<file path="src/common/pss_defines.vh">
// Constants shared by the port split link supervisor design files.
`ifndef PSS_DEFINES_VH
`define PSS_DEFINES_VH

// ****************************************
// Register offsets
// ****************************************
`define PSS_OFS_SPLIT_ENABLE    16'h3c48
`define PSS_OFS_P3_PIN_SELECT   16'h416e
`define PSS_OFS_P4_PIN_SELECT   16'h416f
`define PSS_OFS_LINK_TIMEOUT    16'h4171
`define PSS_OFS_TOGGLE_DURATION 16'h4176
`define PSS_OFS_SPLIT_STATUS    16'h4177

// ****************************************
// Reset values
// ****************************************
`define PSS_RST_SPLIT_ENABLE    8'h00
`define PSS_RST_PIN_SELECT      8'h00
`define PSS_RST_LINK_TIMEOUT    8'h05
`define PSS_RST_TOGGLE_DURATION 8'h05

// ****************************************
// Field positions and codes
// ****************************************
`define PSS_BIT_EN_PORT3        5
`define PSS_BIT_EN_PORT4        6
`define PSS_TIMEOUT_MSB         2
`define PSS_SEL_P3_OPTION_A     8'h42
`define PSS_SEL_P3_OPTION_B     8'h05
`define PSS_SEL_P4_OPTION_A     8'h06
`define PSS_SEL_P4_OPTION_B     8'h04
`define PSS_LTSSM_STUCK_LO      4'h4
`define PSS_LTSSM_STUCK_HI      4'h9

// ****************************************
// Timing
// ****************************************
`define PSS_CLK_MHZ             50
`define PSS_TICK_US             1000
`define PSS_TICK_CYCLES         (`PSS_TICK_US * `PSS_CLK_MHZ)
`define PSS_TMO_CODE1_MS        12'h064
`define PSS_TMO_CODE2_MS        12'h0fa
`define PSS_TMO_CODE3_MS        12'h1f4
`define PSS_TMO_CODE4_MS        12'h2ee
`define PSS_TMO_CODE5_MS        12'h3e8
`define PSS_TMO_CODE6_MS        12'h7d0
`define PSS_TOGGLE_BASE_MS      12'h15e
`define PSS_TOGGLE_STEP_MS      4'ha

`endif

</file>
<file path="src/rtl/pss_port_seq.v">
// Per-port stuck-link timer and split power toggle sequencer.
`timescale 1ns/100ps
`default_nettype none
`include "pss_defines.vh"

module pss_port_seq (
  input  wire        sys_clk,
  input  wire        rstn,
  input  wire        ms_tick,
  input  wire        split_on,
  input  wire [3:0]  ltssm_state,
  input  wire [11:0] timeout_ms,
  input  wire [11:0] low_ms,
  output reg         power_on,
  output reg         toggling
);

  localparam [0:0] ST_WATCH = 1'b0;
  localparam [0:0] ST_LOW   = 1'b1;

  reg [0:0]  state_reg;
  reg [0:0]  state_next;
  reg [11:0] cnt_reg;
  reg [11:0] cnt_next;
  reg [3:0]  last_ltssm_reg;
  wire       in_stuck_set;
  wire       stuck;
  wire [12:0] cnt_inc;

  // A state counts as stuck only while it is in the bad range and unchanged.
  assign in_stuck_set = (ltssm_state >= `PSS_LTSSM_STUCK_LO) &&
                        (ltssm_state <= `PSS_LTSSM_STUCK_HI);
  assign stuck   = in_stuck_set && (ltssm_state == last_ltssm_reg);
  assign cnt_inc = {1'b0, cnt_reg} + 13'h0001;

  // Next-state logic of the watch and low-pulse sequence.
  always @* begin
    state_next = state_reg;
    cnt_next   = cnt_reg;
    case (state_reg)
      ST_WATCH: begin
        if (!split_on || (timeout_ms == 12'h000) || !stuck) begin
          cnt_next = 12'h000;
        end else if (ms_tick) begin
          if (cnt_inc >= {1'b0, timeout_ms}) begin
            state_next = ST_LOW;
            cnt_next   = 12'h000;
          end else begin
            cnt_next = cnt_inc[11:0];
          end
        end
      end
      ST_LOW: begin
        if (!split_on) begin
          state_next = ST_WATCH;
          cnt_next   = 12'h000;
        end else if (ms_tick) begin
          if (cnt_inc >= {1'b0, low_ms}) begin
            state_next = ST_WATCH;
            cnt_next   = 12'h000;
          end else begin
            cnt_next = cnt_inc[11:0];
          end
        end
      end
      default: begin
        state_next = ST_WATCH;
        cnt_next   = 12'h000;
      end
    endcase
  end

  // State, counter and registered pin level.
  always @(posedge sys_clk or negedge rstn) begin
    if (!rstn) begin
      state_reg      <= ST_WATCH;
      cnt_reg        <= 12'h000;
      last_ltssm_reg <= 4'h0;
      power_on       <= 1'b1;
      toggling       <= 1'b0;
    end else begin
      state_reg      <= state_next;
      cnt_reg        <= cnt_next;
      last_ltssm_reg <= ltssm_state;
      power_on       <= (state_next != ST_LOW);
      toggling       <= (state_next == ST_LOW);
    end
  end

endmodule // pss_port_seq

`default_nettype wire

</file>
<file path="src/rtl/pss_top.v">
// Port split supervisor: configuration registers, pin routing and two port sequencers.
`timescale 1ns/100ps
`default_nettype none
`include "pss_defines.vh"

module pss_top #(
  parameter TICK_CYCLES = `PSS_TICK_CYCLES
) (
  input  wire        sys_clk,
  input  wire        rstn,
  input  wire [15:0] cfg_addr,
  input  wire        cfg_wr,
  input  wire        cfg_rd,
  input  wire [7:0]  cfg_wdata,
  output reg  [7:0]  cfg_rdata,
  input  wire        otp_load,
  input  wire [7:0]  otp_split_enable,
  input  wire [7:0]  otp_p3_pin_select,
  input  wire [7:0]  otp_p4_pin_select,
  input  wire [7:0]  otp_link_timeout,
  input  wire [7:0]  otp_toggle_duration,
  input  wire [3:0]  ltssm_state_p3,
  input  wire [3:0]  ltssm_state_p4,
  input  wire [1:0]  usb2_power_req,
  output reg  [1:0]  port_power_ctl_pin,
  output reg         port3_option_a_pin_out,
  output reg         port3_option_a_pin_oe,
  output reg         port3_option_b_pin_out,
  output reg         port3_option_b_pin_oe,
  output reg         port4_option_a_pin_out,
  output reg         port4_option_a_pin_oe,
  output reg         port4_option_b_pin_out,
  output reg         port4_option_b_pin_oe
);

  // ****************************************
  // Configuration registers
  // ****************************************

  reg  [1:0]  split_en_reg;
  reg  [7:0]  p3_sel_reg;
  reg  [7:0]  p4_sel_reg;
  reg  [2:0]  timeout_reg;
  reg  [7:0]  toggle_reg;
  wire        wr_enable;
  wire        wr_p3_sel;
  wire        wr_p4_sel;
  wire        wr_timeout;
  wire        wr_toggle;

  // Reset images held as vectors so that single fields can be picked from them.
  localparam [7:0] RST_ENABLE  = `PSS_RST_SPLIT_ENABLE;
  localparam [7:0] RST_TIMEOUT = `PSS_RST_LINK_TIMEOUT;

  // Address decode for configuration-stage writes.
  assign wr_enable  = cfg_wr && (cfg_addr == `PSS_OFS_SPLIT_ENABLE);
  assign wr_p3_sel  = cfg_wr && (cfg_addr == `PSS_OFS_P3_PIN_SELECT);
  assign wr_p4_sel  = cfg_wr && (cfg_addr == `PSS_OFS_P4_PIN_SELECT);
  assign wr_timeout = cfg_wr && (cfg_addr == `PSS_OFS_LINK_TIMEOUT);
  assign wr_toggle  = cfg_wr && (cfg_addr == `PSS_OFS_TOGGLE_DURATION);

  // Register storage; an OTP load takes priority over a same-cycle write.
  always @(posedge sys_clk or negedge rstn) begin
    if (!rstn) begin
      split_en_reg <= {RST_ENABLE[`PSS_BIT_EN_PORT4],
                       RST_ENABLE[`PSS_BIT_EN_PORT3]};
      p3_sel_reg   <= `PSS_RST_PIN_SELECT;
      p4_sel_reg   <= `PSS_RST_PIN_SELECT;
      timeout_reg  <= RST_TIMEOUT[`PSS_TIMEOUT_MSB:0];
      toggle_reg   <= `PSS_RST_TOGGLE_DURATION;
    end else if (otp_load) begin
      // Only the bits of ports 3 and 4 exist; the rest are not stored.
      split_en_reg <= {otp_split_enable[`PSS_BIT_EN_PORT4],
                       otp_split_enable[`PSS_BIT_EN_PORT3]};
      p3_sel_reg   <= otp_p3_pin_select;
      p4_sel_reg   <= otp_p4_pin_select;
      timeout_reg  <= otp_link_timeout[`PSS_TIMEOUT_MSB:0];
      toggle_reg   <= otp_toggle_duration;
    end else begin
      if (wr_enable) begin
        split_en_reg <= {cfg_wdata[`PSS_BIT_EN_PORT4],
                         cfg_wdata[`PSS_BIT_EN_PORT3]};
      end
      if (wr_p3_sel) begin
        p3_sel_reg <= cfg_wdata;
      end
      if (wr_p4_sel) begin
        p4_sel_reg <= cfg_wdata;
      end
      if (wr_timeout) begin
        timeout_reg <= cfg_wdata[`PSS_TIMEOUT_MSB:0];
      end
      if (wr_toggle) begin
        toggle_reg <= cfg_wdata;
      end
    end
  end

  // ****************************************
  // Register read port
  // ****************************************

  wire [1:0] toggling;

  // Read data is registered; reserved bits and unmapped addresses read zero.
  always @(posedge sys_clk or negedge rstn) begin
    if (!rstn) begin
      cfg_rdata <= 8'h00;
    end else if (cfg_rd) begin
      case (cfg_addr)
        `PSS_OFS_SPLIT_ENABLE: begin
          cfg_rdata <= {1'b0, split_en_reg, 5'h00};
        end
        `PSS_OFS_P3_PIN_SELECT: begin
          cfg_rdata <= p3_sel_reg;
        end
        `PSS_OFS_P4_PIN_SELECT: begin
          cfg_rdata <= p4_sel_reg;
        end
        `PSS_OFS_LINK_TIMEOUT: begin
          cfg_rdata <= {5'h00, timeout_reg};
        end
        `PSS_OFS_TOGGLE_DURATION: begin
          cfg_rdata <= toggle_reg;
        end
        `PSS_OFS_SPLIT_STATUS: begin
          cfg_rdata <= {6'h00, toggling};
        end
        default: begin
          cfg_rdata <= 8'h00;
        end
      endcase
    end
  end

  // ****************************************
  // Millisecond time base
  // ****************************************

  reg  [16:0] tick_cnt_reg;
  reg         ms_tick_reg;
  // The divider limit is cut to the counter width on purpose.
  localparam integer TICK_LAST_FULL = TICK_CYCLES - 1;
  localparam [16:0]  TICK_LAST      = TICK_LAST_FULL[16:0];

  // Divider that gives a one-cycle enable every millisecond.
  always @(posedge sys_clk or negedge rstn) begin
    if (!rstn) begin
      tick_cnt_reg <= 17'h00000;
      ms_tick_reg  <= 1'b0;
    end else if (tick_cnt_reg >= TICK_LAST) begin
      tick_cnt_reg <= 17'h00000;
      ms_tick_reg  <= 1'b1;
    end else begin
      tick_cnt_reg <= tick_cnt_reg + 17'h00001;
      ms_tick_reg  <= 1'b0;
    end
  end

  // ****************************************
  // Timeout and low-time decode
  // ****************************************

  reg  [11:0] timeout_ms;
  wire [11:0] low_ms;

  // One global timeout figure for both ports; code 000 and 111 never toggle.
  always @* begin
    case (timeout_reg)
      3'h1: begin
        timeout_ms = `PSS_TMO_CODE1_MS;
      end
      3'h2: begin
        timeout_ms = `PSS_TMO_CODE2_MS;
      end
      3'h3: begin
        timeout_ms = `PSS_TMO_CODE3_MS;
      end
      3'h4: begin
        timeout_ms = `PSS_TMO_CODE4_MS;
      end
      3'h5: begin
        timeout_ms = `PSS_TMO_CODE5_MS;
      end
      3'h6: begin
        timeout_ms = `PSS_TMO_CODE6_MS;
      end
      default: begin
        timeout_ms = 12'h000;
      end
    endcase
  end

  // Low time is the base plus ten milliseconds per step of the field.
  assign low_ms = `PSS_TOGGLE_BASE_MS + toggle_reg * `PSS_TOGGLE_STEP_MS;

  // ****************************************
  // Per-port sequencers
  // ****************************************

  wire [1:0] split_power_on;
  wire [7:0] ltssm_vec;

  assign ltssm_vec = {ltssm_state_p4, ltssm_state_p3};

  // Only ports 3 and 4 have a sequencer; index 0 is port 3, index 1 port 4.
  genvar gi;
  generate
    for (gi = 0; gi < 2; gi = gi + 1) begin : g_port
      pss_port_seq u_seq (
        .sys_clk     (sys_clk),
        .rstn        (rstn),
        .ms_tick     (ms_tick_reg),
        .split_on    (split_en_reg[gi]),
        .ltssm_state (ltssm_vec[gi*4 +: 4]),
        .timeout_ms  (timeout_ms),
        .low_ms      (low_ms),
        .power_on    (split_power_on[gi]),
        .toggling    (toggling[gi])
      );
    end
  endgenerate

  // ****************************************
  // Pin routing
  // ****************************************

  // The ordinary power pins follow the USB 2.0 request, split or not.
  always @(posedge sys_clk or negedge rstn) begin
    if (!rstn) begin
      port_power_ctl_pin <= 2'b00;
    end else begin
      port_power_ctl_pin <= usb2_power_req;
    end
  end

  // The split pin is driven only on the selected GPIO while splitting is on.
  // The pin is output only: nothing samples it for overcurrent.
  always @(posedge sys_clk or negedge rstn) begin
    if (!rstn) begin
      port3_option_a_pin_out <= 1'b0;
      port3_option_a_pin_oe  <= 1'b0;
      port3_option_b_pin_out <= 1'b0;
      port3_option_b_pin_oe  <= 1'b0;
      port4_option_a_pin_out <= 1'b0;
      port4_option_a_pin_oe  <= 1'b0;
      port4_option_b_pin_out <= 1'b0;
      port4_option_b_pin_oe  <= 1'b0;
    end else begin
      port3_option_a_pin_out <= split_power_on[0];
      port3_option_b_pin_out <= split_power_on[0];
      port4_option_a_pin_out <= split_power_on[1];
      port4_option_b_pin_out <= split_power_on[1];
      port3_option_a_pin_oe  <= split_en_reg[0] &&
                                (p3_sel_reg == `PSS_SEL_P3_OPTION_A);
      port3_option_b_pin_oe  <= split_en_reg[0] &&
                                (p3_sel_reg == `PSS_SEL_P3_OPTION_B);
      port4_option_a_pin_oe  <= split_en_reg[1] &&
                                (p4_sel_reg == `PSS_SEL_P4_OPTION_A);
      port4_option_b_pin_oe  <= split_en_reg[1] &&
                                (p4_sel_reg == `PSS_SEL_P4_OPTION_B);
    end
  end

endmodule // pss_top

`default_nettype wire

</file>
<file path="config.mk">
export PLATFORM = sky130hd
export DESIGN_NAME = pss_top
export DESIGN_NICKNAME = d
export VERILOG_FILES = /design/src/rtl/pss_port_seq.v /design/src/rtl/pss_top.v
export VERILOG_INCLUDE_DIRS = /design/src /design/src/common
export SDC_FILE = /design/constraint.sdc
export NUM_CORES = 1
export LEC_CHECK = 0
export ABC_AREA = 1
export BUFFER_PORTS_ARGS = -buffer_cell sky130_fd_sc_hd__buf_2
export CORE_ASPECT_RATIO = 0.8
export CORE_MARGIN = 4
export CORE_UTILIZATION = 52
export DETAILED_ROUTE_END_ITERATION = 16
export GPL_TIMING_DRIVEN = 1
export PLACE_DENSITY = 0.81
export SETUP_SLACK_MARGIN = 0.4
export SYNTH_ARGS = -nofsm -noshare
export SYNTH_HDL_FRONTEND = slang
export SYNTH_SLANG_ARGS = --single-unit
</file>
<file path="constraint.sdc">
create_clock -name sys_clk -period 8.8 [get_ports sys_clk]
set_input_delay 0.44 -clock sys_clk [delete_from_list [all_inputs] [get_ports sys_clk]]
set_output_delay 0.44 -clock sys_clk [all_outputs]
set_load 0.02 [all_outputs]
</file>
### Yosys cells after proc, flatten, opt, wreduce, memory -nomap -nowiden

Cells that the tools add are included.

* flip-flop bits (word level): 99
* bits of input ports: 79
* output and inout port bits: 18
* logic and storage cells: 134

* $add $sub $neg: 4
* multiply operators: 1
* order comparisons: 9
* equality and inequality tests: 22
* multiplexer cells: 42
* bitwise logic cells: 4
* reductions and logical operators: 29

Operators with widths (count)
* 12-bit 2-to-1 mux: 12
* 16-bit by 15-bit == test with 1-bit output, second input constant: 5
* 11-bit case mux with 6 select lines: 1
* 8-bit 2-to-1 mux: 6
* 12-bit case mux with 2 select lines: 2
* 8-bit case mux with 6 select lines: 1
* 12-bit by 1-bit adder with 13-bit output, second input constant: 2
* 13-bit by 11-bit greater-or-equal comparator with 1-bit output: 2
* 13-bit by 12-bit greater-or-equal comparator with 1-bit output: 2
* 8-bit by 3-bit == test with 1-bit output, second input constant: 3
* 17-bit by 1-bit adder with 17-bit output, second input constant: 1
* 17-bit by 16-bit greater-or-equal comparator with 1-bit output, second input constant: 1
* 17-bit 2-to-1 mux: 1
* 16-bit by 14-bit == test with 1-bit output, second input constant: 1
* 1-bit logical AND: 13
* 1-bit 2-to-1 mux: 13
* 9-bit by 12-bit adder with 12-bit output, first input constant: 1
* 12-bit zero test: 1
* 8-bit by 3-bit multiplier with 11-bit output, second input constant: 1
* 2-bit nonzero test: 5
* 3-bit == test, second input constant: 3
* 4-bit == test: 2
* 8-bit by 7-bit == test with 1-bit output, second input constant: 1
* 4-bit by 3-bit greater-or-equal comparator with 1-bit output, second input constant: 2
* other kinds (12): 29

### Logic depth before layout (Yosys ltp)

Gate-level depths: netlist of run 1.

* word-level depth: 8
* gate-level depth with buffers: 23
* mapped depth without buffers: 23

### Hierarchy

A second synthesis of run 1 with hierarchy kept.

* cells, all modules: 1130
* area total of the unflattened synthesis: 7841.3 µm²

Modules (own cells, without submodules)
* pss_top: instances 1, cells an instance 560, area an instance 3967.6 µm², sequential area each 1581.5 µm²
* pss_port_seq: instances 2, cells an instance 285, area an instance 1936.9 µm², sequential area each 451.7 µm²

### Least setup slack after synthesis of run 1

OpenSTA, ideal clock, no wires.

* path kind: register to register
* start point: reg toggle_reg[1]
* end point: reg g_port[0].u_seq.cnt_reg[10]
* library setup time: 0.075 ns
* arrival: 3.298 ns
* required time: 8.725 ns
* path slack: 5.427 ns
* stages on the path, launching flop included: 22
* buffers on the path: 1
* period minus slack after synthesis: 3.373 ns
* cells stage by stage: dfrtp_1 -> ha_1 -> ha_1 -> inv_1 -> fa_1 -> o21ai_0 -> xnor2_1 -> xnor2_1 -> inv_1 -> ha_1 -> nand2_1 -> inv_1 -> nor3_1 -> nand2_1 -> nand2_1 -> nand2_1 -> nand2_1 -> nand2_1 -> nand2_1 -> buf_1 -> nand2_1 -> o21bai_2

* word-level cells in the longest chain between the ends: 7

Ends and longest elaborated chain
* start, declared: RTL line pss_top.v:44 `reg [7:0] toggle_reg;`
* start signal, assigned: RTL line pss_top.v:70 `` toggle_reg <= `PSS_RST_TOGGLE_DURATION; ``
* start signal, assigned: RTL line pss_top.v:78 `toggle_reg <= otp_toggle_duration;`
* start signal, assigned: RTL line pss_top.v:94 `toggle_reg <= cfg_wdata;`
* 8-bit by 3-bit multiplier with 11-bit output (no source line)
* 9-bit by 12-bit adder with 12-bit output (no source line)
* 13-bit by 12-bit greater-or-equal comparator with 1-bit output: RTL line pss_port_seq.v:58 `if (cnt_inc >= {1'b0, low_ms}) begin`
* 12-bit 2-to-1 mux: RTL line pss_port_seq.v:58
* 12-bit 2-to-1 mux: RTL line pss_port_seq.v:57 `end else if (ms_tick) begin`
* 12-bit 2-to-1 mux: RTL line pss_port_seq.v:54 `if (!split_on) begin`
* 12-bit case mux with 2 select lines: RTL line pss_port_seq.v:40 `case (state_reg)`
* end signal, assigned: RTL line pss_port_seq.v:83 `cnt_reg <= cnt_next;`
* end, declared: RTL line pss_port_seq.v:23 `reg [11:0] cnt_reg;`

No other way between the ends. The select of a mux whose other input is x is not followed.
A chain may end at the register's enable or synchronous reset.

### Final worst setup path of run 1

* start point: reg toggle_reg[3]
* end point: reg g_port[1].u_seq.cnt_reg[7]

* word-level cells in the longest chain between the ends: 7

Ends and longest elaborated chain (RTL line)
* 8-bit by 3-bit multiplier with 11-bit output (no source line)
* 9-bit by 12-bit adder with 12-bit output (no source line)
* 13-bit by 12-bit greater-or-equal comparator with 1-bit output: pss_port_seq.v:58
* 12-bit 2-to-1 mux: pss_port_seq.v:58
* 12-bit 2-to-1 mux: pss_port_seq.v:57
* 12-bit 2-to-1 mux: pss_port_seq.v:54
* 12-bit case mux with 2 select lines: pss_port_seq.v:40
* end signal, assigned: pss_port_seq.v:83
* end, declared: pss_port_seq.v:23

No other way between the ends. The select of a mux whose other input is x is not followed.

==> results of run 1 <==
## kinds of logic (layout without fill, tap and decap cells)
logic type	Yosys count	count (layout)	synth area share
AND/OR/NAND/NOR	456	456	0.285
buffers and inverters	157	240	0.0902
AO/OA/AOI/OAI	133	133	0.123
flip-flops	99	99	0.357
adder cells (fa/ha/maj)	59	59	0.107
XOR/XNOR	30	30	0.0378
other	1	1	0.000539
## cell usage after synthesis (6+ instances only)
library cell,number,area [sq um]
sky130_fd_sc_hd__o211ai_1,12,90.1
sky130_fd_sc_hd__dfrtp_1,93,2330
sky130_fd_sc_hd__nand2_1,228,856
sky130_fd_sc_hd__xnor2_1,9,78.8
sky130_fd_sc_hd__ha_1,58,726
sky130_fd_sc_hd__o21ai_1,9,45.0
sky130_fd_sc_hd__dfstp_2,6,158
sky130_fd_sc_hd__nand3_1,53,265
sky130_fd_sc_hd__inv_2,13,48.8
sky130_fd_sc_hd__o21bai_2,11,124
sky130_fd_sc_hd__nand4_1,16,100
sky130_fd_sc_hd__buf_4,6,45.0
sky130_fd_sc_hd__nor4_1,10,62.6
sky130_fd_sc_hd__nor2_1,105,394
sky130_fd_sc_hd__nand2_2,6,37.5
sky130_fd_sc_hd__nor3_1,18,90.1
sky130_fd_sc_hd__a31oi_1,12,75.1
sky130_fd_sc_hd__xor2_1,21,184
sky130_fd_sc_hd__inv_1,124,465
sky130_fd_sc_hd__o21ai_0,31,155
sky130_fd_sc_hd__buf_2,7,35.0
sky130_fd_sc_hd__a21oi_1,32,160
## metal layers
metal	share of wire	GRT usage
met2	0.44	0.361
met4	0.018	0.0552
met3	0.076	0.0533
met1	0.46	0.332
met5	0	0
## worst max-delay path by stage
stage	cells after the start	startpoint	end	slack (ns)
6_report	20	toggle_reg[3]	g_port[1].u_seq.cnt_reg[7]	4.83
5_1_grt	20	toggle_reg[3]	g_port[1].u_seq.cnt_reg[0]	4.39
4_1_cts	20	toggle_reg[3]	g_port[1].u_seq.cnt_reg[7]	4.85
3_5_place_dp	20	toggle_reg[3]	g_port[1].u_seq.cnt_reg[0]	4.88
3_3_place_gp	20	toggle_reg[3]	g_port[1].u_seq.cnt_reg[8]	5.02
2_1_floorplan	21	toggle_reg[1]	g_port[0].u_seq.cnt_reg[10]	5.43
## layout make-up
cell class,count,area (sq um),share of cell area
Clock buffer,9,225,0.0288
Clock inverter,6,78.8,0.0101
Inverter,138,518,0.0663
Multi-Input combinational cell,679,3850,0.492
Sequential cell,99,2480,0.318
Tap cell,175,219,0.0280
Timing Repair Buffer,87,445,0.0570
## per-stage QoR
stage,instance area (sq um),cells,setup slack [ns],util
floorplan,6960,935,5.43,-
global placement,7500,1177,5.02,0.579
detailed placement,7500,1177,4.88,0.579
CTS,7820,1193,4.85,0.603
global route,7820,1193,4.39,0.603
finish,7820,1193,4.83,0.603
## worst max-delay path, cell delays in order (launching register included)
cell	delay, ns
sky130_fd_sc_hd__dfrtp_1	0.45
sky130_fd_sc_hd__ha_1	0.31
sky130_fd_sc_hd__ha_1	0.17
sky130_fd_sc_hd__inv_1	0.07
sky130_fd_sc_hd__fa_1	0.41
sky130_fd_sc_hd__o21ai_0	0.30
sky130_fd_sc_hd__a21oi_1	0.11
sky130_fd_sc_hd__nor2_1	0.09
sky130_fd_sc_hd__nor2_1	0.05
sky130_fd_sc_hd__xor2_1	0.16
sky130_fd_sc_hd__xnor2_1	0.27
sky130_fd_sc_hd__ha_1	0.30
sky130_fd_sc_hd__a21oi_1	0.15
sky130_fd_sc_hd__nor2_1	0.05
sky130_fd_sc_hd__nor2_1	0.11
sky130_fd_sc_hd__nand2_1	0.06
sky130_fd_sc_hd__nor2_1	0.15
sky130_fd_sc_hd__nand3_1	0.09
sky130_fd_sc_hd__nand2_1	0.35
sky130_fd_sc_hd__nand3_1	0.14
sky130_fd_sc_hd__nand2_1	0.10
## what timing repair did
action	in CTS	in global routing
endpoints found under the setup margin	0	0
hold endpoints to repair	5	0
hold buffers	1	0
resized for setup	0	0
## power breakdown
part           switching (mW)  internal, mW  leakage [nW]
clock network           0.189         0.226         0.150
logic                   0.185         0.105          2.70
registers              0.0185         0.474          1.26
==> report_table.html, run 1 <==
<table>
<tr><th>Metric</th><th>Value</th></tr>
<tr><th colspan="2">Clock network</th></tr>
<tr><td>Sink count of the clock tree</td><td>99</td></tr>
<tr><td>Number of buffers added for setup after CTS</td><td>0</td></tr>
<tr><td>Worst-Skew Late Latency</td><td>0.35 ns</td></tr>
<tr><td>CTS buffer count</td><td>9</td></tr>
<tr><td>H-tree levels</td><td>3</td></tr>
<tr><td>CTS tree</td><td>yes</td></tr>
<tr><td>Clock transition at path regs</td><td>0.07 ns</td></tr>
<tr><td>Clock root buffer master</td><td>sky130_fd_sc_hd__clkbuf_16</td></tr>
<tr><td>CTS Buffer Depth</td><td>2</td></tr>
<tr><th colspan="2">Finish</th></tr>
<tr><td>Number of antenna diodes</td><td>0</td></tr>
<tr><td>Share of final-layout standard cells stronger than drive strength 1</td><td>0.150</td></tr>
<tr><td>Max reg flops</td><td>24</td></tr>
<tr><td>Number of fillers in the final layout</td><td>1190</td></tr>
<tr><td>Most common cell after layout, fill and taps aside</td><td>sky130_fd_sc_hd__nand2_1</td></tr>
<tr><td>Number of nets in the finished design</td><td>1152</td></tr>
<tr><td>Post-synthesis to final-layout area growth</td><td>12.3%</td></tr>
<tr><td>Commonest cells after routing, fill and taps aside</td><td>sky130_fd_sc_hd__nand2_1 (228), sky130_fd_sc_hd__inv_1 (124), sky130_fd_sc_hd__nor2_1 (105)</td></tr>
<tr><th colspan="2">Drt</th></tr>
<tr><td>Total via count after detailed routing</td><td>6427</td></tr>
<tr><td>Residual DRC count</td><td>0</td></tr>
<tr><td>Residual antenna-violating net count after detailed routing</td><td>0</td></tr>
<tr><td>DR iter-0 viols</td><td>407</td></tr>
<tr><td>Router iterations before antenna repair</td><td>5</td></tr>
<tr><td>Mean number of vias per cell</td><td>5.39</td></tr>
<tr><td>Routed Wire Length</td><td>16.9 mm</td></tr>
<tr><td>Routed WL per cell</td><td>14.2 um</td></tr>
<tr><th colspan="2">Power</th></tr>
<tr><td>Tot Pwr</td><td>1.20 mW</td></tr>
<tr><td>Ratio of total power to cell area</td><td>153 nW/um^2</td></tr>
<tr><td>Leakage power of the design</td><td>4.12 nW</td></tr>
<tr><td>Maximum vdd drop</td><td>126 uV</td></tr>
<tr><th colspan="2">Timing</th></tr>
<tr><td>Post-layout min period</td><td>3.97 ns</td></tr>
<tr><td>Post-route clock period utilization</td><td>0.451</td></tr>
<tr><td>Measured slew at the worst slew-check pin</td><td>1.01 ns</td></tr>
<tr><td>Setup repair after global routing missed its margin</td><td>no</td></tr>
<tr><td>Final max-slew violation count</td><td>0</td></tr>
<tr><td>Relative slew slack</td><td>0.329</td></tr>
<tr><td>Final setup fails</td><td>0</td></tr>
<tr><td>Sum of negative setup slack</td><td>0 ns</td></tr>
<tr><td>Max Clock Skew</td><td>0.0101 ns</td></tr>
<tr><td>Hold slack final</td><td>0.189 ns</td></tr>
<tr><td>Count of endpoints failing hold in the final timing report</td><td>0</td></tr>
<tr><td>Highest clock rate</td><td>0.252 GHz</td></tr>
<tr><th colspan="2">Critical path</th></tr>
<tr><td>Worst reg2reg startpoint</td><td>toggle_reg[3]</td></tr>
<tr><td>Setup CP Type</td><td>reg2reg</td></tr>
<tr><td>Capturing element type of the critical path</td><td>flip-flop</td></tr>
<tr><td>Setup slack of the most critical reg-to-reg path</td><td>4.83 ns</td></tr>
<tr><td>Largest fanout on the critical path</td><td>12</td></tr>
<tr><td>Terminus of the critical flop-to-flop path</td><td>g_port[1].u_seq.cnt_reg[7]</td></tr>
<tr><td>Required arrival time at the worst endpoint</td><td>9.09 ns</td></tr>
<tr><td>Worst path arrival time</td><td>4.26 ns</td></tr>
<tr><td>Cells on worst reg2reg path</td><td>20</td></tr>
<tr><td>Worst Setup Start Kind</td><td>flip-flop</td></tr>
<tr><th colspan="2">Floorplan</th></tr>
<tr><td>Area of the core</td><td>13000 sq um</td></tr>
<tr><td>Row cnt</td><td>37</td></tr>
<tr><td>Total die area</td><td>15300 sq um</td></tr>
<tr><td>Die extent in y</td><td>111 um</td></tr>
<tr><td>I/O pin cnt</td><td>97</td></tr>
<tr><td>X dimension of the die</td><td>137 um</td></tr>
<tr><td>Starting Density</td><td>0.537</td></tr>
<tr><th colspan="2">Logic synthesis</th></tr>
<tr><td>Distinct cell type count after synthesis</td><td>51</td></tr>
<tr><td>Number of flip-flops and latches in the synthesized netlist</td><td>99</td></tr>
<tr><td>Warnings, synthesis</td><td>0</td></tr>
<tr><td>Post-Syn Nets</td><td>1073</td></tr>
<tr><td>Mean Syn Cell Area</td><td>7.44 sq um</td></tr>
<tr><td>Gate count of the mapped netlist</td><td>935</td></tr>
<tr><td>Primary flip-flop cell chosen by synthesis mapping</td><td>sky130_fd_sc_hd__dfrtp_1</td></tr>
<tr><td>Area of the mapped netlist</td><td>6960 sq um</td></tr>
<tr><td>Number of enable-type register cells in the synthesized netlist</td><td>0</td></tr>
<tr><td>Portion of the post-synthesis area used by sequential elements</td><td>0.357</td></tr>
<tr><td>FFs w/ async S/R, synth</td><td>1.00</td></tr>
<tr><th colspan="2">Min path</th></tr>
<tr><td>Hold path start</td><td>usb2_power_req[1]</td></tr>
<tr><td>Hold path depth</td><td>1</td></tr>
<tr><td>Class of the most critical hold timing path</td><td>in2reg</td></tr>
<tr><td>Worst hold endpoint</td><td>port_power_ctl_pin[1]</td></tr>
<tr><th colspan="2">Outcome</th></tr>
<tr><td>Outcome</td><td>finished clean</td></tr>
<tr><th colspan="2">Global routing</th></tr>
<tr><td>Congestion Overflow GR</td><td>0</td></tr>
<tr><td>Number of antenna violations at the first check in global routing</td><td>0</td></tr>
<tr><td>First-pass GRT wire length</td><td>29.0 mm</td></tr>
<tr><td>Total global routing track utilization</td><td>0.233</td></tr>
<tr><td>Number of global-route vias before repair</td><td>6173</td></tr>
<tr><td>Pin count of the biggest net entering global routing</td><td>75</td></tr>
<tr><th colspan="2">Place</th></tr>
<tr><td>Count of buffers inserted at the top-level ports</td><td>85</td></tr>
<tr><td>Gp weighted congestion</td><td>0.932</td></tr>
<tr><td>Detailed placement HPWL</td><td>13.1 mm</td></tr>
<tr><th colspan="2">Flow run</th></tr>
<tr><td>Number of max-cap violations</td><td>0</td></tr>
</table>
Note: power is estimated with default switching activity, not from simulation.
==> run 2, diff against run 1 <==
- clock period: 8.8 -> 3.9 ns (I/O delays scaled with it)
==> run 2 against run 1 <==
Utilization grew 5.0 points. Fmax grew 9.0%. Final cell count grew 2.7%. Sequential cell count is the same. Via count grew 7.0%. Largest cell class unchanged. Critical endpoint unchanged.
==> report_table.html, run 2 (synthesis gave the netlist of run 1 again) <==
<table>
<tr><th>Metric</th><th>Value</th></tr>
<tr><th colspan="2">Global routing</th></tr>
<tr><td>Total global routing track utilization</td><td>0.242 (+0.00902)</td></tr>
<tr><td>Number of antenna violations at the first check in global routing</td><td>0 (unchanged)</td></tr>
<tr><td>Global routing met2 resource utilization</td><td>0.379 (+0.0176)</td></tr>
<tr><td>Number of global-route vias before repair</td><td>6391 (+3.5%)</td></tr>
<tr><td>Pin count of the biggest net entering global routing</td><td>68 (-9.3%)</td></tr>
<tr><td>First-pass GRT wire length</td><td>29.9 mm (+3.2%)</td></tr>
<tr><td>Global-route layer with the greatest usage</td><td>met2</td></tr>
<tr><td>Met3 track utilization from global routing</td><td>0.0474 (-0.00587)</td></tr>
<tr><td>GR met1 Demand/Resource</td><td>0.340 (+0.00845)</td></tr>
<tr><td>Congestion Overflow GR</td><td>0 (unchanged)</td></tr>
<tr><th colspan="2">Drt</th></tr>
<tr><td>Residual DRC count</td><td>0 (unchanged)</td></tr>
<tr><td>Residual antenna-violating net count after detailed routing</td><td>0 (unchanged)</td></tr>
<tr><td>Total via count after detailed routing</td><td>6879 (+7.0%)</td></tr>
<tr><td>Router iterations before antenna repair</td><td>6 (+1)</td></tr>
<tr><td>DR iter-0 viols</td><td>759 (+86%)</td></tr>
<tr><td>Mean number of vias per cell</td><td>5.62 (+4.2%)</td></tr>
<tr><td>Routed Wire Length</td><td>19.6 mm (+16%)</td></tr>
<tr><td>Routed WL per cell</td><td>16.0 um (+13%)</td></tr>
<tr><th colspan="2">Finish</th></tr>
<tr><td>Number of nets in the finished design</td><td>1183 (+2.7%)</td></tr>
<tr><td>Max reg flops</td><td>24 (unchanged)</td></tr>
<tr><td>Number of standard cells in the final layout excluding fillers</td><td>1225 (+2.7%)</td></tr>
<tr><td>Share of final-layout standard cells stronger than drive strength 1</td><td>0.227 (+0.0764)</td></tr>
<tr><td>Commonest cells after routing, fill and taps aside</td><td>sky130_fd_sc_hd__nand2_1 (208), sky130_fd_sc_hd__inv_1 (120), sky130_fd_sc_hd__nor2_1 (100)</td></tr>
<tr><td>Post-synthesis to final-layout area growth</td><td>21.7%</td></tr>
<tr><td>Number of antenna diodes</td><td>0 (unchanged)</td></tr>
<tr><td>Final non-filler cell area</td><td>8470 sq um (+8.4%)</td></tr>
<tr><td>Most common cell after layout, fill and taps aside</td><td>sky130_fd_sc_hd__nand2_1</td></tr>
<tr><th colspan="2">Timing</th></tr>
<tr><td>Relative slew slack</td><td>0.336 (+0.00626)</td></tr>
<tr><td>Setup repair after global routing missed its margin</td><td>yes</td></tr>
<tr><td>Sum of negative setup slack</td><td>0 ns (unchanged)</td></tr>
<tr><td>Post-layout min period</td><td>3.65 ns (-0.327 ns)</td></tr>
<tr><td>Final setup fails</td><td>0 (unchanged)</td></tr>
<tr><td>Highest clock rate</td><td>0.274 GHz (+9.0%)</td></tr>
<tr><td>Max Clock Skew</td><td>0.0106 ns (+0.000509 ns)</td></tr>
<tr><td>Measured slew at the worst slew-check pin</td><td>0.997 ns (-0.00940 ns)</td></tr>
<tr><td>Count of endpoints failing hold in the final timing report</td><td>0 (unchanged)</td></tr>
<tr><td>Final max-slew violation count</td><td>0 (unchanged)</td></tr>
<tr><td>Post-route clock period utilization</td><td>0.935 (+0.483)</td></tr>
<tr><th colspan="2">Outcome</th></tr>
<tr><td>Outcome</td><td>finished clean</td></tr>
<tr><th colspan="2">Power</th></tr>
<tr><td>Fraction of power consumed by the clock network</td><td>0.325 (-0.022)</td></tr>
<tr><td>Internal power of the cells</td><td>1.98 mW (+150%)</td></tr>
<tr><td>Relative contribution of sequential cells to total power</td><td>0.366 (-0.045)</td></tr>
<tr><td>Switching part of the total power</td><td>0.348 (+0.0205)</td></tr>
<tr><td>Comb power frac</td><td>0.309 (+0.067)</td></tr>
<tr><td>Maximum vdd drop</td><td>332 uV (+160%)</td></tr>
<tr><td>Leakage power of the design</td><td>4.33 nW (+5.2%)</td></tr>
<tr><td>Ratio of total power to cell area</td><td>359 nW/um^2 (+130%)</td></tr>
<tr><td>Net switching component of the power</td><td>1.06 mW (+170%)</td></tr>
<tr><th colspan="2">Clock network</th></tr>
<tr><td>H-tree levels</td><td>3 (unchanged)</td></tr>
<tr><td>CTS Buffer Depth</td><td>2 (unchanged)</td></tr>
<tr><td>Clock transition at path regs</td><td>0.08 ns (about the same)</td></tr>
<tr><td>Worst-Skew Late Latency</td><td>0.36 ns (about the same)</td></tr>
<tr><td>CTS buffer count</td><td>9 (unchanged)</td></tr>
<tr><td>Clock root buffer master</td><td>sky130_fd_sc_hd__clkbuf_16</td></tr>
<tr><td>Sink count of the clock tree</td><td>99 (unchanged)</td></tr>
<tr><td>CTS tree</td><td>yes</td></tr>
<tr><th colspan="2">Flow run</th></tr>
<tr><td>Number of max-cap violations</td><td>0 (unchanged)</td></tr>
<tr><th colspan="2">Floorplan</th></tr>
<tr><td>Total die area</td><td>15300 sq um (unchanged)</td></tr>
<tr><td>I/O pin cnt</td><td>97 (unchanged)</td></tr>
<tr><td>Area of the core</td><td>13000 sq um (unchanged)</td></tr>
<tr><td>Starting Density</td><td>0.537 (unchanged)</td></tr>
<tr><td>Die extent in y</td><td>111 um (unchanged)</td></tr>
<tr><td>X dimension of the die</td><td>137 um (unchanged)</td></tr>
<tr><td>Row cnt</td><td>37 (unchanged)</td></tr>
<tr><th colspan="2">Critical path</th></tr>
<tr><td>Capturing element type of the critical path</td><td>flip-flop</td></tr>
<tr><td>Required arrival time at the worst endpoint</td><td>4.19 ns (-4.90 ns)</td></tr>
<tr><td>Worst path arrival time</td><td>3.94 ns (-0.32 ns)</td></tr>
<tr><td>Worst Setup Start Kind</td><td>flip-flop</td></tr>
<tr><td>Setup CP Type</td><td>reg2reg</td></tr>
<tr><td>Largest fanout on the critical path</td><td>6 (-6)</td></tr>
<tr><th colspan="2">Place</th></tr>
<tr><td>Gp weighted congestion</td><td>0.930 (-0.20%)</td></tr>
<tr><td>Count of buffers inserted at the top-level ports</td><td>85 (unchanged)</td></tr>
<tr><td>Placed standard-cell area</td><td>7510 sq um (about the same)</td></tr>
<tr><td>Detailed placement HPWL</td><td>13.3 mm (+1.7%)</td></tr>
<tr><td>Number of cells in the design after placement</td><td>1178 (+0.085%)</td></tr>
<tr><th colspan="2">Min path</th></tr>
<tr><td>Class of the most critical hold timing path</td><td>in2reg</td></tr>
</table>
-- run 2: cell types whose count changed in the layout (fill, tap and decap cells not counted), moves of 6 or more --
| cell | change |
|---|---|
| sky130_fd_sc_hd__nand2_2 | +19 |
| sky130_fd_sc_hd__nand2_1 | -20 |
| sky130_fd_sc_hd__ha_4 | +11 |
| sky130_fd_sc_hd__a21oi_2 | +6 |
| sky130_fd_sc_hd__a21oi_1 | -7 |
| sky130_fd_sc_hd__dlygate4sd3_1 | +10 |
| sky130_fd_sc_hd__ha_1 | -11 |
| sky130_fd_sc_hd__buf_4 | +17 |
-- run 2: power groups by stage --
stage | Clock [mW] | Combinational (mW) | Sequential [mW]
after global placement | 0 | 0.624 | 1.13
final | 0.988 | 0.941 | 1.11
after global routing | 1.04 | 1.03 | 1.12
after detailed placement | 0 | 0.643 | 1.13
after CTS | 0.996 | 0.700 | 1.11
after floorplan | 0 | 0.458 | 1.12
-- run 2: routing by layer --
layer | part of all wire | vias up
met5 | 0 | -
met1 | 0.43 | 3214
met2 | 0.47 | 338
met4 | 0.031 | 0
met3 | 0.076 | 62
li1 | - | 3265
-- run 2: stage by stage --
step / hold slack [ns] / util / power, mW / setup WS [ns]
after floorplan: -0.101 / - / 1.57 / 0.527
after global placement: 0.303 / 0.580 / 1.75 / 0.281
after detailed placement: 0.308 / 0.580 / 1.77 / 0.224
after CTS: 0.0552 / 0.621 / 2.80 / 0.405
after global routing: 0.0690 / 0.654 / 3.19 / 0.0213
final: 0.0639 / 0.654 / 3.04 / 0.254
-- run 2: final cells by class --
cell class,count,area [sq um]
clock buffers,9,225
clock inverters,7,103
fillers,1041,4490
inverters,138,518
multi-input cells,680,4220
flip-flops and latches,99,2490
well taps,175,219
repair buffers,117,707
-- run 2: final timing paths --
path / start / to / slack, ns / cells after the start
hold reg to reg: g_port[0].u_seq.power_on / port3_option_b_pin_out / 0.39 / 0
min in group asynchronous: rstn / g_port[1].u_seq.cnt_reg[3] / 0.48 / 2
max in group asynchronous: rstn / g_port[1].u_seq.power_on / 2.44 / 3
hold / removal: otp_link_timeout[2] / timeout_reg[2] / 0.06 / 3
setup / recovery: toggle_reg[3] / g_port[1].u_seq.cnt_reg[7] / 0.25 / 22
setup reg to reg: toggle_reg[3] / g_port[1].u_seq.cnt_reg[7] / 0.25 / 22
-- run 2: critical path: stages (launching register included) --
cell and delay [ns]:
sky130_fd_sc_hd__dfrtp_2 0.46, sky130_fd_sc_hd__buf_4 0.17, sky130_fd_sc_hd__ha_4 0.25, sky130_fd_sc_hd__ha_4 0.28, sky130_fd_sc_hd__a21oi_2 0.14, sky130_fd_sc_hd__nand2_1 0.08
sky130_fd_sc_hd__nand2_1 0.11, sky130_fd_sc_hd__nand2_1 0.10, sky130_fd_sc_hd__a21oi_2 0.21, sky130_fd_sc_hd__xor2_2 0.23, sky130_fd_sc_hd__a21oi_2 0.07, sky130_fd_sc_hd__xnor2_2 0.17
sky130_fd_sc_hd__ha_1 0.32, sky130_fd_sc_hd__a21oi_2 0.13, sky130_fd_sc_hd__nor2_1 0.05, sky130_fd_sc_hd__nor2_1 0.12, sky130_fd_sc_hd__nand2_1 0.09, sky130_fd_sc_hd__nor2_2 0.10
sky130_fd_sc_hd__nand3_1 0.09, sky130_fd_sc_hd__nand2_2 0.12, sky130_fd_sc_hd__buf_6 0.14, sky130_fd_sc_hd__nand3_1 0.08, sky130_fd_sc_hd__nand2_1 0.09
-- run 2: what timing repair did --
item | in CTS | in global routing
hold buffers | 11 | 0
hold endpoints to repair | 64 | 0
endpoints found under the setup margin | 24 | 28
buffers inserted | 4 | 14
gates resized for setup | 17 | 61
pin swaps | 6 | 27
cloned | 1 | 1
